## config.mk

```make
export PLATFORM = sky130hd
export DESIGN_NAME = axis_config_status_regs
export DESIGN_NICKNAME = d
export VERILOG_FILES = /design/src/axis_regs_pkg.sv /design/src/axis_config_status_regs.sv
export SDC_FILE = /design/constraint.sdc
export NUM_CORES = 1
export LEC_CHECK = 0
export BUFFER_PORTS_ARGS = -buffer_cell sky130_fd_sc_hd__buf_2
export CAP_MARGIN = 0
export CORE_ASPECT_RATIO = 2
export CORE_MARGIN = 2
export CORE_UTILIZATION = 45
export CTS_CLUSTER_DIAMETER = 200
export DETAILED_ROUTE_END_ITERATION = 16
export GPL_TIMING_DRIVEN = 0
export PLACE_DENSITY_LB_ADDON = 0.12
export SKIP_CTS_REPAIR_TIMING = 1
export SLEW_MARGIN = 30
export SYNTH_ARGS = -nofsm -noshare
export SYNTH_HDL_FRONTEND = slang
export SYNTH_SLANG_ARGS = --single-unit
```

## constraint.sdc

```tcl
create_clock -name ref_clk_in -period 3.9 [get_ports ref_clk_in]
set_input_delay 0.39 -clock ref_clk_in [delete_from_list [all_inputs] [get_ports ref_clk_in]]
set_output_delay 0.39 -clock ref_clk_in [all_outputs]
set_load 0.01 [all_outputs]
```

## src/axis_regs_pkg.sv

```systemverilog
// constants, field layout and carrier types of the axis configuration/status bytes
package axis_regs_pkg;

  // byte positions on the host interface
  localparam logic [2:0] POS_CONFIG = 3'h3;
  localparam logic [2:0] POS_STATUS_OUT = 3'h5;
  localparam logic [2:0] POS_STATUS_ERR = 3'h6;
  localparam logic [2:0] POS_STATUS_SPARE = 3'h7;

  // configuration byte fields
  localparam int CFG_LAMP_BIT = 0;
  localparam int CFG_CODE_LSB = 1;
  localparam int CFG_GATE_SRC_BIT = 4;
  localparam logic [4:0] CFG_RESET = 5'h00;
  localparam logic [2:0] GATE_CODE_MAX = 3'h4;

  // status byte 5 fields (digital outputs sit in bits 3..0)
  localparam int ST_SYNC_BIT = 4;
  localparam int ST_CMP1_BIT = 5;
  localparam int ST_CMP2_BIT = 6;
  localparam int ST_REF_BIT = 7;

  // status byte 6 error fields
  localparam int ERR_ADD_OVF_BIT = 0;
  localparam int ERR_WIRE_BIT = 1;
  localparam int ERR_OVERLOAD_BIT = 2;
  localparam int ERR_SSI_BIT = 3;
  localparam int ERR_EDGE_BIT = 4;
  localparam int ERR_UNSYNC_BIT = 5;
  localparam int ERR_CONFLICT_BIT = 6;
  localparam int ERR_DIR_BIT = 7;
  localparam logic [7:0] STATUS_RESET = 8'h00;

  // ssi frame framing levels
  localparam logic SSI_START_LEVEL = 1'b1;
  localparam logic SSI_STOP_LEVEL = 1'b0;

  // times, in their own units, and their cycle counts at the core clock
  localparam longint CLK_MHZ = 200;
  localparam longint CYC_PER_US = CLK_MHZ;
  localparam longint SLOW_MS_1 = 31;
  localparam longint SLOW_MS_2 = 93;
  localparam longint SLOW_MS_3 = 218;
  localparam longint SLOW_MS_4 = 438;
  localparam longint GATE_US_0 = 31250;
  localparam longint GATE_US_1 = 62500;
  localparam longint GATE_US_2 = 125000;
  localparam longint GATE_US_3 = 250000;
  localparam longint GATE_US_4 = 500000;
  localparam longint SLOW_CYC_1 = SLOW_MS_1 * 1000 * CYC_PER_US;
  localparam longint SLOW_CYC_2 = SLOW_MS_2 * 1000 * CYC_PER_US;
  localparam longint SLOW_CYC_3 = SLOW_MS_3 * 1000 * CYC_PER_US;
  localparam longint SLOW_CYC_4 = SLOW_MS_4 * 1000 * CYC_PER_US;
  localparam longint GATE_CYC_0 = GATE_US_0 * CYC_PER_US;
  localparam longint GATE_CYC_1 = GATE_US_1 * CYC_PER_US;
  localparam longint GATE_CYC_2 = GATE_US_2 * CYC_PER_US;
  localparam longint GATE_CYC_3 = GATE_US_3 * CYC_PER_US;
  localparam longint GATE_CYC_4 = GATE_US_4 * CYC_PER_US;

  typedef struct packed {
    logic axis_sel;
    logic [2:0] pos;
    logic wr;
    logic rd;
    logic [7:0] wdata;
  } host_req_t;

  typedef struct packed {
    logic [3:0] dig_out;
    logic rapid_motion;
    logic slow_motion;
    logic ctrl_enable;
    logic brake;
    logic axis_sync;
    logic compare1_hit;
    logic compare2_hit;
    logic ref_contact_in;
  } core_status_t;

  typedef struct packed {
    logic adder_ovf;
    logic wire_break;
    logic output_overload;
    logic ssi_frame_done;
    logic ssi_start_bit;
    logic ssi_stop_bit;
    logic edge_fault;
    logic pos_start_req;
    logic ref_approach_req;
    logic start_cmd;
  } err_event_t;

endpackage

```

## src/axis_config_status_regs.sv

```systemverilog
// axis configuration byte, status byte pair with read-order locking, lamp and timers
//
// Behaviour
// - lamp enable 0 keeps the error LED dark and turns it off.
// - lamp enable 1 lights the LED whenever any error flag is set.
// - drive mode: interval code picks minimum slow-motion time; codes 4..7 equal.
// - timer gating: interval code picks gate period 31.25..500 ms; 5..7 undefined.
// - incremental encoder: bit 4 selects gate from contact input or timer.
// - status bytes 5..7 are read-only; writes ignored; selected by axis select.
// - status bytes refresh only after byte 5 then byte 6 are read.
// - byte 5: outputs 1-4, sync, compare hits, reference contact level.
// - byte 6: eight error flags, overflow through direction fault.
// - status bit reads 1 when its condition holds or error occurred.
// - ssi frame with wrong start or stop bit sets ssi error.
// - incremental edge error sets edge-fault flag.
// - positioning requested while unsynchronized sets unsynced flag.
// - reference approach with flying sync enabled sets conflict flag.
// - start with both comparisons already met sets direction fault.
// - drive mode: bits 0,1 show rapid/slow; outputs depend on analog module.
// - flying sync enable activates flying sync, and the gate only with an incremental encoder outside drive mode; else both inactive.
//   flying_sync_active_out follows the enable alone, whatever the encoder and mode; only the gate is restricted.
`timescale 1ns/10ps
module axis_config_status_regs
  import axis_regs_pkg::*;
#(
  parameter int CNT_W = 27,
  parameter longint SLOW_CYC_P1 = SLOW_CYC_1,
  parameter longint SLOW_CYC_P2 = SLOW_CYC_2,
  parameter longint SLOW_CYC_P3 = SLOW_CYC_3,
  parameter longint SLOW_CYC_P4 = SLOW_CYC_4,
  // gate periods double per code, so the longer ones follow the shortest by default
  parameter longint GATE_CYC_P0 = GATE_CYC_0,
  parameter longint GATE_CYC_P1 = 2 * GATE_CYC_P0,
  parameter longint GATE_CYC_P2 = 4 * GATE_CYC_P0,
  parameter longint GATE_CYC_P3 = 8 * GATE_CYC_P0,
  parameter longint GATE_CYC_P4 = 16 * GATE_CYC_P0
)
(
  // clock and reset
  input wire logic ref_clk_in,
  input wire logic reset_n_in,
  // host byte interface
  input wire host_req_t host_req_in,
  output logic [7:0] host_rdata_out,
  // axis mode
  input wire logic drive_mode_in,
  input wire logic flying_sync_en_in,
  input wire logic ssi_encoder_in,
  input wire logic analog_module_in,
  // core state and error events
  input wire core_status_t core_in,
  input wire err_event_t events_in,
  // outputs to the axis
  output logic error_led_out,
  output logic [3:0] phys_dig_out,
  output logic flying_sync_active_out,
  output logic gate_enable_out,
  output logic gate_open_out,
  output logic gate_tick_out,
  output logic slow_min_done_out
);

  typedef enum {ST_LOAD, ST_HELD, ST_HALF} pair_state_t;

  pair_state_t pair_q;
  logic [4:0] cfg_q;
  logic [7:0] snap_out_q;
  logic [7:0] snap_err_q;
  logic [7:0] err_q;
  logic [7:0] err_new;
  logic [7:0] live_out;
  logic [7:0] rdata_q;
  logic led_q;
  logic [3:0] phys_q;
  logic [CNT_W-1:0] gate_cnt_q;
  logic [CNT_W-1:0] gate_len;
  logic gate_tick_q;
  logic gate_open_q;
  logic [CNT_W-1:0] slow_cnt_q;
  logic [CNT_W-1:0] slow_len;
  logic slow_prev_q;
  logic slow_done_q;
  logic wr_cfg;
  logic rd_out;
  logic rd_err;
  logic gate_timer_run;
  logic gate_path_en;
  logic [2:0] code;

  assign code = cfg_q[CFG_CODE_LSB +: 3];
  assign wr_cfg = host_req_in.axis_sel && host_req_in.wr && (host_req_in.pos == POS_CONFIG);
  assign rd_out = host_req_in.axis_sel && host_req_in.rd && (host_req_in.pos == POS_STATUS_OUT);
  assign rd_err = host_req_in.axis_sel && host_req_in.rd && (host_req_in.pos == POS_STATUS_ERR);

  // configuration byte; only bits 4..0 are held, the rest read back as zero
  always_ff @(posedge ref_clk_in)
  begin
    if (!reset_n_in)
      cfg_q <= CFG_RESET;
    else if (wr_cfg)
      cfg_q <= host_req_in.wdata[4:0];
  end

  // error events; the source conditions decide which flag an event raises
  always_comb
  begin
    err_new = '0;
    err_new[ERR_ADD_OVF_BIT] = events_in.adder_ovf;
    err_new[ERR_WIRE_BIT] = events_in.wire_break;
    err_new[ERR_OVERLOAD_BIT] = events_in.output_overload;
    err_new[ERR_SSI_BIT] = ssi_encoder_in && events_in.ssi_frame_done
      && ((events_in.ssi_start_bit != SSI_START_LEVEL)
      || (events_in.ssi_stop_bit != SSI_STOP_LEVEL));
    err_new[ERR_EDGE_BIT] = !ssi_encoder_in && events_in.edge_fault;
    err_new[ERR_UNSYNC_BIT] = events_in.pos_start_req && !core_in.axis_sync;
    err_new[ERR_CONFLICT_BIT] = events_in.ref_approach_req && flying_sync_en_in;
    err_new[ERR_DIR_BIT] = events_in.start_cmd && core_in.compare1_hit
      && core_in.compare2_hit;
  end

  // live byte 5
  always_comb
  begin
    live_out = '0;
    live_out[3:0] = core_in.dig_out;
    if (drive_mode_in)
    begin
      live_out[0] = core_in.rapid_motion;
      live_out[1] = core_in.slow_motion;
    end
    live_out[ST_SYNC_BIT] = core_in.axis_sync;
    live_out[ST_CMP1_BIT] = core_in.compare1_hit;
    live_out[ST_CMP2_BIT] = core_in.compare2_hit;
    live_out[ST_REF_BIT] = core_in.ref_contact_in;
  end

  // byte pair sequencing: capture, hold, wait for byte 6 after byte 5
  always_ff @(posedge ref_clk_in)
  begin
    if (!reset_n_in)
      pair_q <= ST_LOAD;
    else
    begin
      unique case (pair_q)
        ST_LOAD: pair_q <= ST_HELD;
        ST_HELD: if (rd_out) pair_q <= ST_HALF;
        ST_HALF: if (rd_err) pair_q <= ST_LOAD;
      endcase
    end
  end

  // snapshot only moves in ST_LOAD, so the host always sees a matched pair
  always_ff @(posedge ref_clk_in)
  begin
    if (!reset_n_in)
    begin
      snap_out_q <= STATUS_RESET;
      snap_err_q <= STATUS_RESET;
    end
    else if (pair_q == ST_LOAD)
    begin
      snap_out_q <= live_out;
      snap_err_q <= err_q | err_new;
    end
  end

  // sticky errors between snapshots; a flag arriving on capture is kept for the next
  always_ff @(posedge ref_clk_in)
  begin
    if (!reset_n_in)
      err_q <= STATUS_RESET;
    else if (pair_q == ST_LOAD)
      err_q <= err_new;
    else
      err_q <= err_q | err_new;
  end

  // read data; writes to the status positions fall through untouched
  always_ff @(posedge ref_clk_in)
  begin
    if (!reset_n_in)
      rdata_q <= '0;
    else if (host_req_in.axis_sel && host_req_in.rd)
    begin
      unique case (host_req_in.pos)
        POS_CONFIG: rdata_q <= ssi_encoder_in ? {4'h0, cfg_q[3:0]} : {3'h0, cfg_q};
        POS_STATUS_OUT: rdata_q <= snap_out_q;
        POS_STATUS_ERR: rdata_q <= snap_err_q;
        default: rdata_q <= '0;
      endcase
    end
  end

  // lamp follows pending and reported errors, gated by the enable bit
  always_ff @(posedge ref_clk_in)
  begin
    if (!reset_n_in)
      led_q <= 1'b0;
    else
      led_q <= cfg_q[CFG_LAMP_BIT] && ((|snap_err_q) || (|err_q));
  end

  // physical outputs; in drive mode outputs 1 and 2 carry rapid/slow, or enable/brake with the analog module
  always_ff @(posedge ref_clk_in)
  begin
    if (!reset_n_in)
      phys_q <= '0;
    else if (drive_mode_in && analog_module_in)
      phys_q <= {core_in.dig_out[3:2], core_in.brake, core_in.ctrl_enable};
    else if (drive_mode_in)
      phys_q <= {core_in.dig_out[3:2], core_in.slow_motion, core_in.rapid_motion};
    else
      phys_q <= core_in.dig_out;
  end

  // gate timer period
  always_comb
  begin
    unique case (code)
      3'h0: gate_len = CNT_W'(GATE_CYC_P0);
      3'h1: gate_len = CNT_W'(GATE_CYC_P1);
      3'h2: gate_len = CNT_W'(GATE_CYC_P2);
      3'h3: gate_len = CNT_W'(GATE_CYC_P3);
      default: gate_len = CNT_W'(GATE_CYC_P4);
    endcase
  end

  // undefined codes leave the timer gate stopped rather than guessing a period
  assign gate_path_en = flying_sync_en_in && !ssi_encoder_in && !drive_mode_in;
  assign gate_timer_run = gate_path_en && cfg_q[CFG_GATE_SRC_BIT]
    && (code <= GATE_CODE_MAX);

  always_ff @(posedge ref_clk_in)
  begin
    if (!reset_n_in)
    begin
      gate_cnt_q <= '0;
      gate_tick_q <= 1'b0;
    end
    else if (!gate_timer_run)
    begin
      gate_cnt_q <= '0;
      gate_tick_q <= 1'b0;
    end
    else if (gate_cnt_q == '0)
    begin
      gate_cnt_q <= gate_len - CNT_W'(1);
      gate_tick_q <= 1'b1;
    end
    else
    begin
      gate_cnt_q <= gate_cnt_q - CNT_W'(1);
      gate_tick_q <= 1'b0;
    end
  end

  always_ff @(posedge ref_clk_in)
  begin
    if (!reset_n_in)
      gate_open_q <= 1'b0;
    else if (!gate_path_en)
      gate_open_q <= 1'b0;
    else if (cfg_q[CFG_GATE_SRC_BIT])
      gate_open_q <= gate_timer_run;
    else
      gate_open_q <= core_in.ref_contact_in;
  end

  // minimum slow-motion time
  always_comb
  begin
    unique case (code)
      3'h0: slow_len = '0;
      3'h1: slow_len = CNT_W'(SLOW_CYC_P1);
      3'h2: slow_len = CNT_W'(SLOW_CYC_P2);
      3'h3: slow_len = CNT_W'(SLOW_CYC_P3);
      default: slow_len = CNT_W'(SLOW_CYC_P4);
    endcase
  end

  always_ff @(posedge ref_clk_in)
  begin
    if (!reset_n_in)
    begin
      slow_prev_q <= 1'b0;
      slow_cnt_q <= '0;
      slow_done_q <= 1'b0;
    end
    else
    begin
      slow_prev_q <= core_in.slow_motion;
      if (!drive_mode_in || !core_in.slow_motion)
      begin
        slow_cnt_q <= '0;
        slow_done_q <= 1'b0;
      end
      else if (!slow_prev_q)
      begin
        slow_cnt_q <= slow_len;
        slow_done_q <= (slow_len == '0);
      end
      else if (slow_cnt_q > CNT_W'(1))
      begin
        slow_cnt_q <= slow_cnt_q - CNT_W'(1);
        slow_done_q <= 1'b0;
      end
      else
      begin
        slow_cnt_q <= '0;
        slow_done_q <= 1'b1;
      end
    end
  end

  assign host_rdata_out = rdata_q;
  assign error_led_out = led_q;
  assign phys_dig_out = phys_q;
  assign flying_sync_active_out = flying_sync_en_in;
  assign gate_enable_out = gate_path_en;
  assign gate_open_out = gate_open_q;
  assign gate_tick_out = gate_tick_q;
  assign slow_min_done_out = slow_done_q;

  AST_LAMP_OFF: assert property (@(posedge ref_clk_in) disable iff (!reset_n_in)
    !cfg_q[CFG_LAMP_BIT] |=> !error_led_out)
    else $error("error lamp lit while disabled");

  AST_LAMP_ON: assert property (@(posedge ref_clk_in) disable iff (!reset_n_in)
    (cfg_q[CFG_LAMP_BIT] && (|err_q)) |=> error_led_out)
    else $error("error lamp dark with pending error");

  AST_CFG_WRITE: assert property (@(posedge ref_clk_in) disable iff (!reset_n_in)
    wr_cfg |=> (cfg_q == $past(host_req_in.wdata[4:0])))
    else $error("configuration write not stored");

  AST_STATUS_RO: assert property (@(posedge ref_clk_in) disable iff (!reset_n_in)
    (pair_q != ST_LOAD) |=> $stable(snap_err_q) && $stable(snap_out_q))
    else $error("status snapshot changed outside capture");

  AST_PAIR_ORDER: assert property (@(posedge ref_clk_in) disable iff (!reset_n_in)
    (pair_q == ST_HELD && rd_err) |=> (pair_q == ST_HELD))
    else $error("byte 6 read without byte 5 released the pair");

  AST_PAIR_RELEASE: assert property (@(posedge ref_clk_in) disable iff (!reset_n_in)
    (pair_q == ST_HALF && rd_err) |=> (pair_q == ST_LOAD) ##1 (pair_q == ST_HELD))
    else $error("pair not refreshed after ordered read");

  AST_UNSYNC_FLAG: assert property (@(posedge ref_clk_in) disable iff (!reset_n_in)
    (events_in.pos_start_req && !core_in.axis_sync) |=> err_q[ERR_UNSYNC_BIT])
    else $error("unsynchronized positioning not flagged");

  AST_DIR_FLAG: assert property (@(posedge ref_clk_in) disable iff (!reset_n_in)
    (events_in.start_cmd && core_in.compare1_hit && core_in.compare2_hit)
      |=> err_q[ERR_DIR_BIT])
    else $error("direction fault not flagged");

  AST_GATE_OFF: assert property (@(posedge ref_clk_in) disable iff (!reset_n_in)
    !flying_sync_en_in |=> !gate_open_out && !gate_tick_out)
    else $error("gate active without flying sync");

endmodule // axis_config_status_regs

```

==> impl_metrics.toml <==
[yosys]
ys_seq_area_frac = 0.406
ys_seq_elements = 102
syn-cell-area_um2 = 5030
synth_most_common_cell = "dfxtp_1"
syn-instance-count = 584
yosys-top-cells-area = "dfxtp_1, o21ai_0, xnor2_1, nor2_1, nand2_1"
ys_warn_count = 0
synth_edf_count = 0
synthFlopType = "dfxtp_1"
async_flop_share = 0
synth_top_area_cell = "dfxtp_1"
synthTopCellsByCount = "dfxtp_1, o21ai_0, nor2_1"
yosysTopAreaCellShare = 0.406
ys_types = 63
avgSynthCellArea_um2 = 8.61
synth_fp_nets = 632

[global_routing]
grt_use_met2 = 0.441
grt_pass1_vias = 4645
grt_use_met1 = 0.250
busiest_layer = "met2"
grt_pass1_wl_mm = 22.6
grtUsageMet3 = 0.0399
antenna_found_initial = 0
grt_max_degree = 18
grt_overflow = 0
track_usage = 0.237

[clock_tree]
clkTransAtPathRegs_ns = 0.07
cts_max_level = 3
clock-root-buffer = "clkbuf_16"
clk_latency_ns = 0.35
cts.sinks = 102
cts_buffers = 9
cts_tree = "built"
cts_buffer_depth = 2

[timing]
slew_headroom = 0.543
hold_viol = 0
timing.fmax_ghz = 0.380
rsz0062_at_grt = "no"
worstMarginPinSlew_ns = 0.680
fin_worst_skew_ns = 0.00606
fin_crit_ns = 2.63
setup_viol = 0
hold_ws_ns = 0.268
slew_viol_final = 0
fin_crit_sh = 0.675
fin_tns_setup_ns = 0

[worst_setup_path]
path_class = "reg -> reg"
r2r_start = "slow_cnt_q[4]"
cp_max_fo = 10
cp-start-kind = "flop"
cp-end-kind = "flop"
crit_arrival_ns = 2.83
worst_ep_required_time_ns = 4.10
setup.worst_path.start = "slow_cnt_q[4]"

[drt]
dr.first_iter.drc_count = 246
routed_wl_mm = 13.8
wl_per_cell_um = 17.5
antenna_left = 0
drcViolationCount = 0
vias_per_cell = 5.78
dr.pass1.iters = 5
vias = 4584

[final_layout]
final_cell_count_no_fill = 793
area_growth_pct = 14.9
insertedDiodeCount = 0
layout-drive-gt1-share = 0.153
finalNetCount = 696
final_cell_area_um2 = 5780

[power]
total_power_uw = 2310
max-vdd-ir-drop_v = 0.000277
p_per_area_nw_per_um2 = 400
p_leak_uw = 0.00250

[floorplanning]
die_area_um2 = 12100
row_count = 54
die_w_um = 78.8
dieHeight_um = 154
ioPinCount = 60
core_area_um2 = 10900
start_util = 0.462

[placed_design]
dpl-instance-area_um2 = 5470
portBuffers = 53
dp.cells = 777
hpwlAfterDp_mm = 10.5
finalWeightedCongestion = 0.949

[min_path]
min_from = "core_in[10]"
hold_class = "in -> reg"

[run]
cap_violations = 0

[status]
outcome = "complete, no violations"
[cells in the final DEF (no fill, tap or decap), drive strengths merged, types with 8 or more instances in the layout]
cell,n
dfxtp,102
buf,63
o21ai,47
nor2,45
nand2,44
clkbuf,36
a21oi,26
nor3,26
xnor2,24
nor2b,20
inv,18
nor4,18
and2,16
mux2i,15
nand3,11
a22oi,8
and3,8
[stage by stage]
stage | worst slack [ns] | util
after global routing | 0.899 | 0.531
after global placement | 1.38 | 0.503
after CTS | 1.28 | 0.530
after floorplan | 1.65 | -
final | 1.27 | 0.531
after detailed placement | 1.26 | 0.503
[report_power, final]
group / internal (µW) / total (µW) / switching, µW
sequential: 1080 / 1110 / 32.5
combinational: 126 / 278 / 152
clock: 504 / 921 / 417
total: 1710 / 2310 / 602
[final cells by class]
cell class / instances / area, µm²
buffer: 36 / 169
clock buffer: 10 / 229
clock inverter: 6 / 71.3
fill: 1069 / 5100
inverter: 17 / 63.8
multi-input combinational: 429 / 2760
sequential: 102 / 2040
tap: 140 / 175
timing repair buffer: 53 / 265
[path summary, 6_finish.rpt]
kind | end | slack, ns | cells after the start
max | slow_cnt_q[11] | 1.27 | 7
min | phys_dig_out[2] | 0.27 | 2
min reg2reg | slow_cnt_q[0] | 0.49 | 1
max reg2reg | slow_cnt_q[11] | 1.27 | 7
[sequential cells by signal (all words and copies together), names as in the netlist]
signal             flops
cfg_q                  5
err_q                  8
error_led_out          1
gate_cnt_q            27
gate_open_out          1
gate_tick_out          1
host_rdata_out         8
pair_q                 2
phys_dig_out           4
slow_cnt_q            27
slow_min_done_out      1
slow_prev_q            1
snap_err_q             8
snap_out_q             8
[worst max-delay path: stages (launching register included)]
cell and delay [ns]:
dfxtp_1 0.37, nor4_2 0.52, nand3_1 0.38, nor3_1 0.36
or3b_2 0.17, buf_2 0.18, clkbuf_1 0.34, o21ai_0 0.17
[logic make-up (layout without fill, tap and decap cells)]
group,count (synthesis),after routing,share of synthesized area
AND/OR/NAND/NOR,228,228,0.244
AO/OA/AOI/OAI,150,150,0.207
flip-flops,102,102,0.406
buffers and inverters,53,122,0.0463
XOR/XNOR,30,30,0.0522
multiplexers,15,15,0.0298
adder cells (fa/ha/maj),6,6,0.0149
[layer usage]
layer / vias to the layer above / share of wire
li1: 2241 / -
met1: 2150 / 0.37
met5: - / 0
met3: 41 / 0.045
met4: 0 / 0.041
met2: 152 / 0.54
Power figures use the tool's default switching activity.
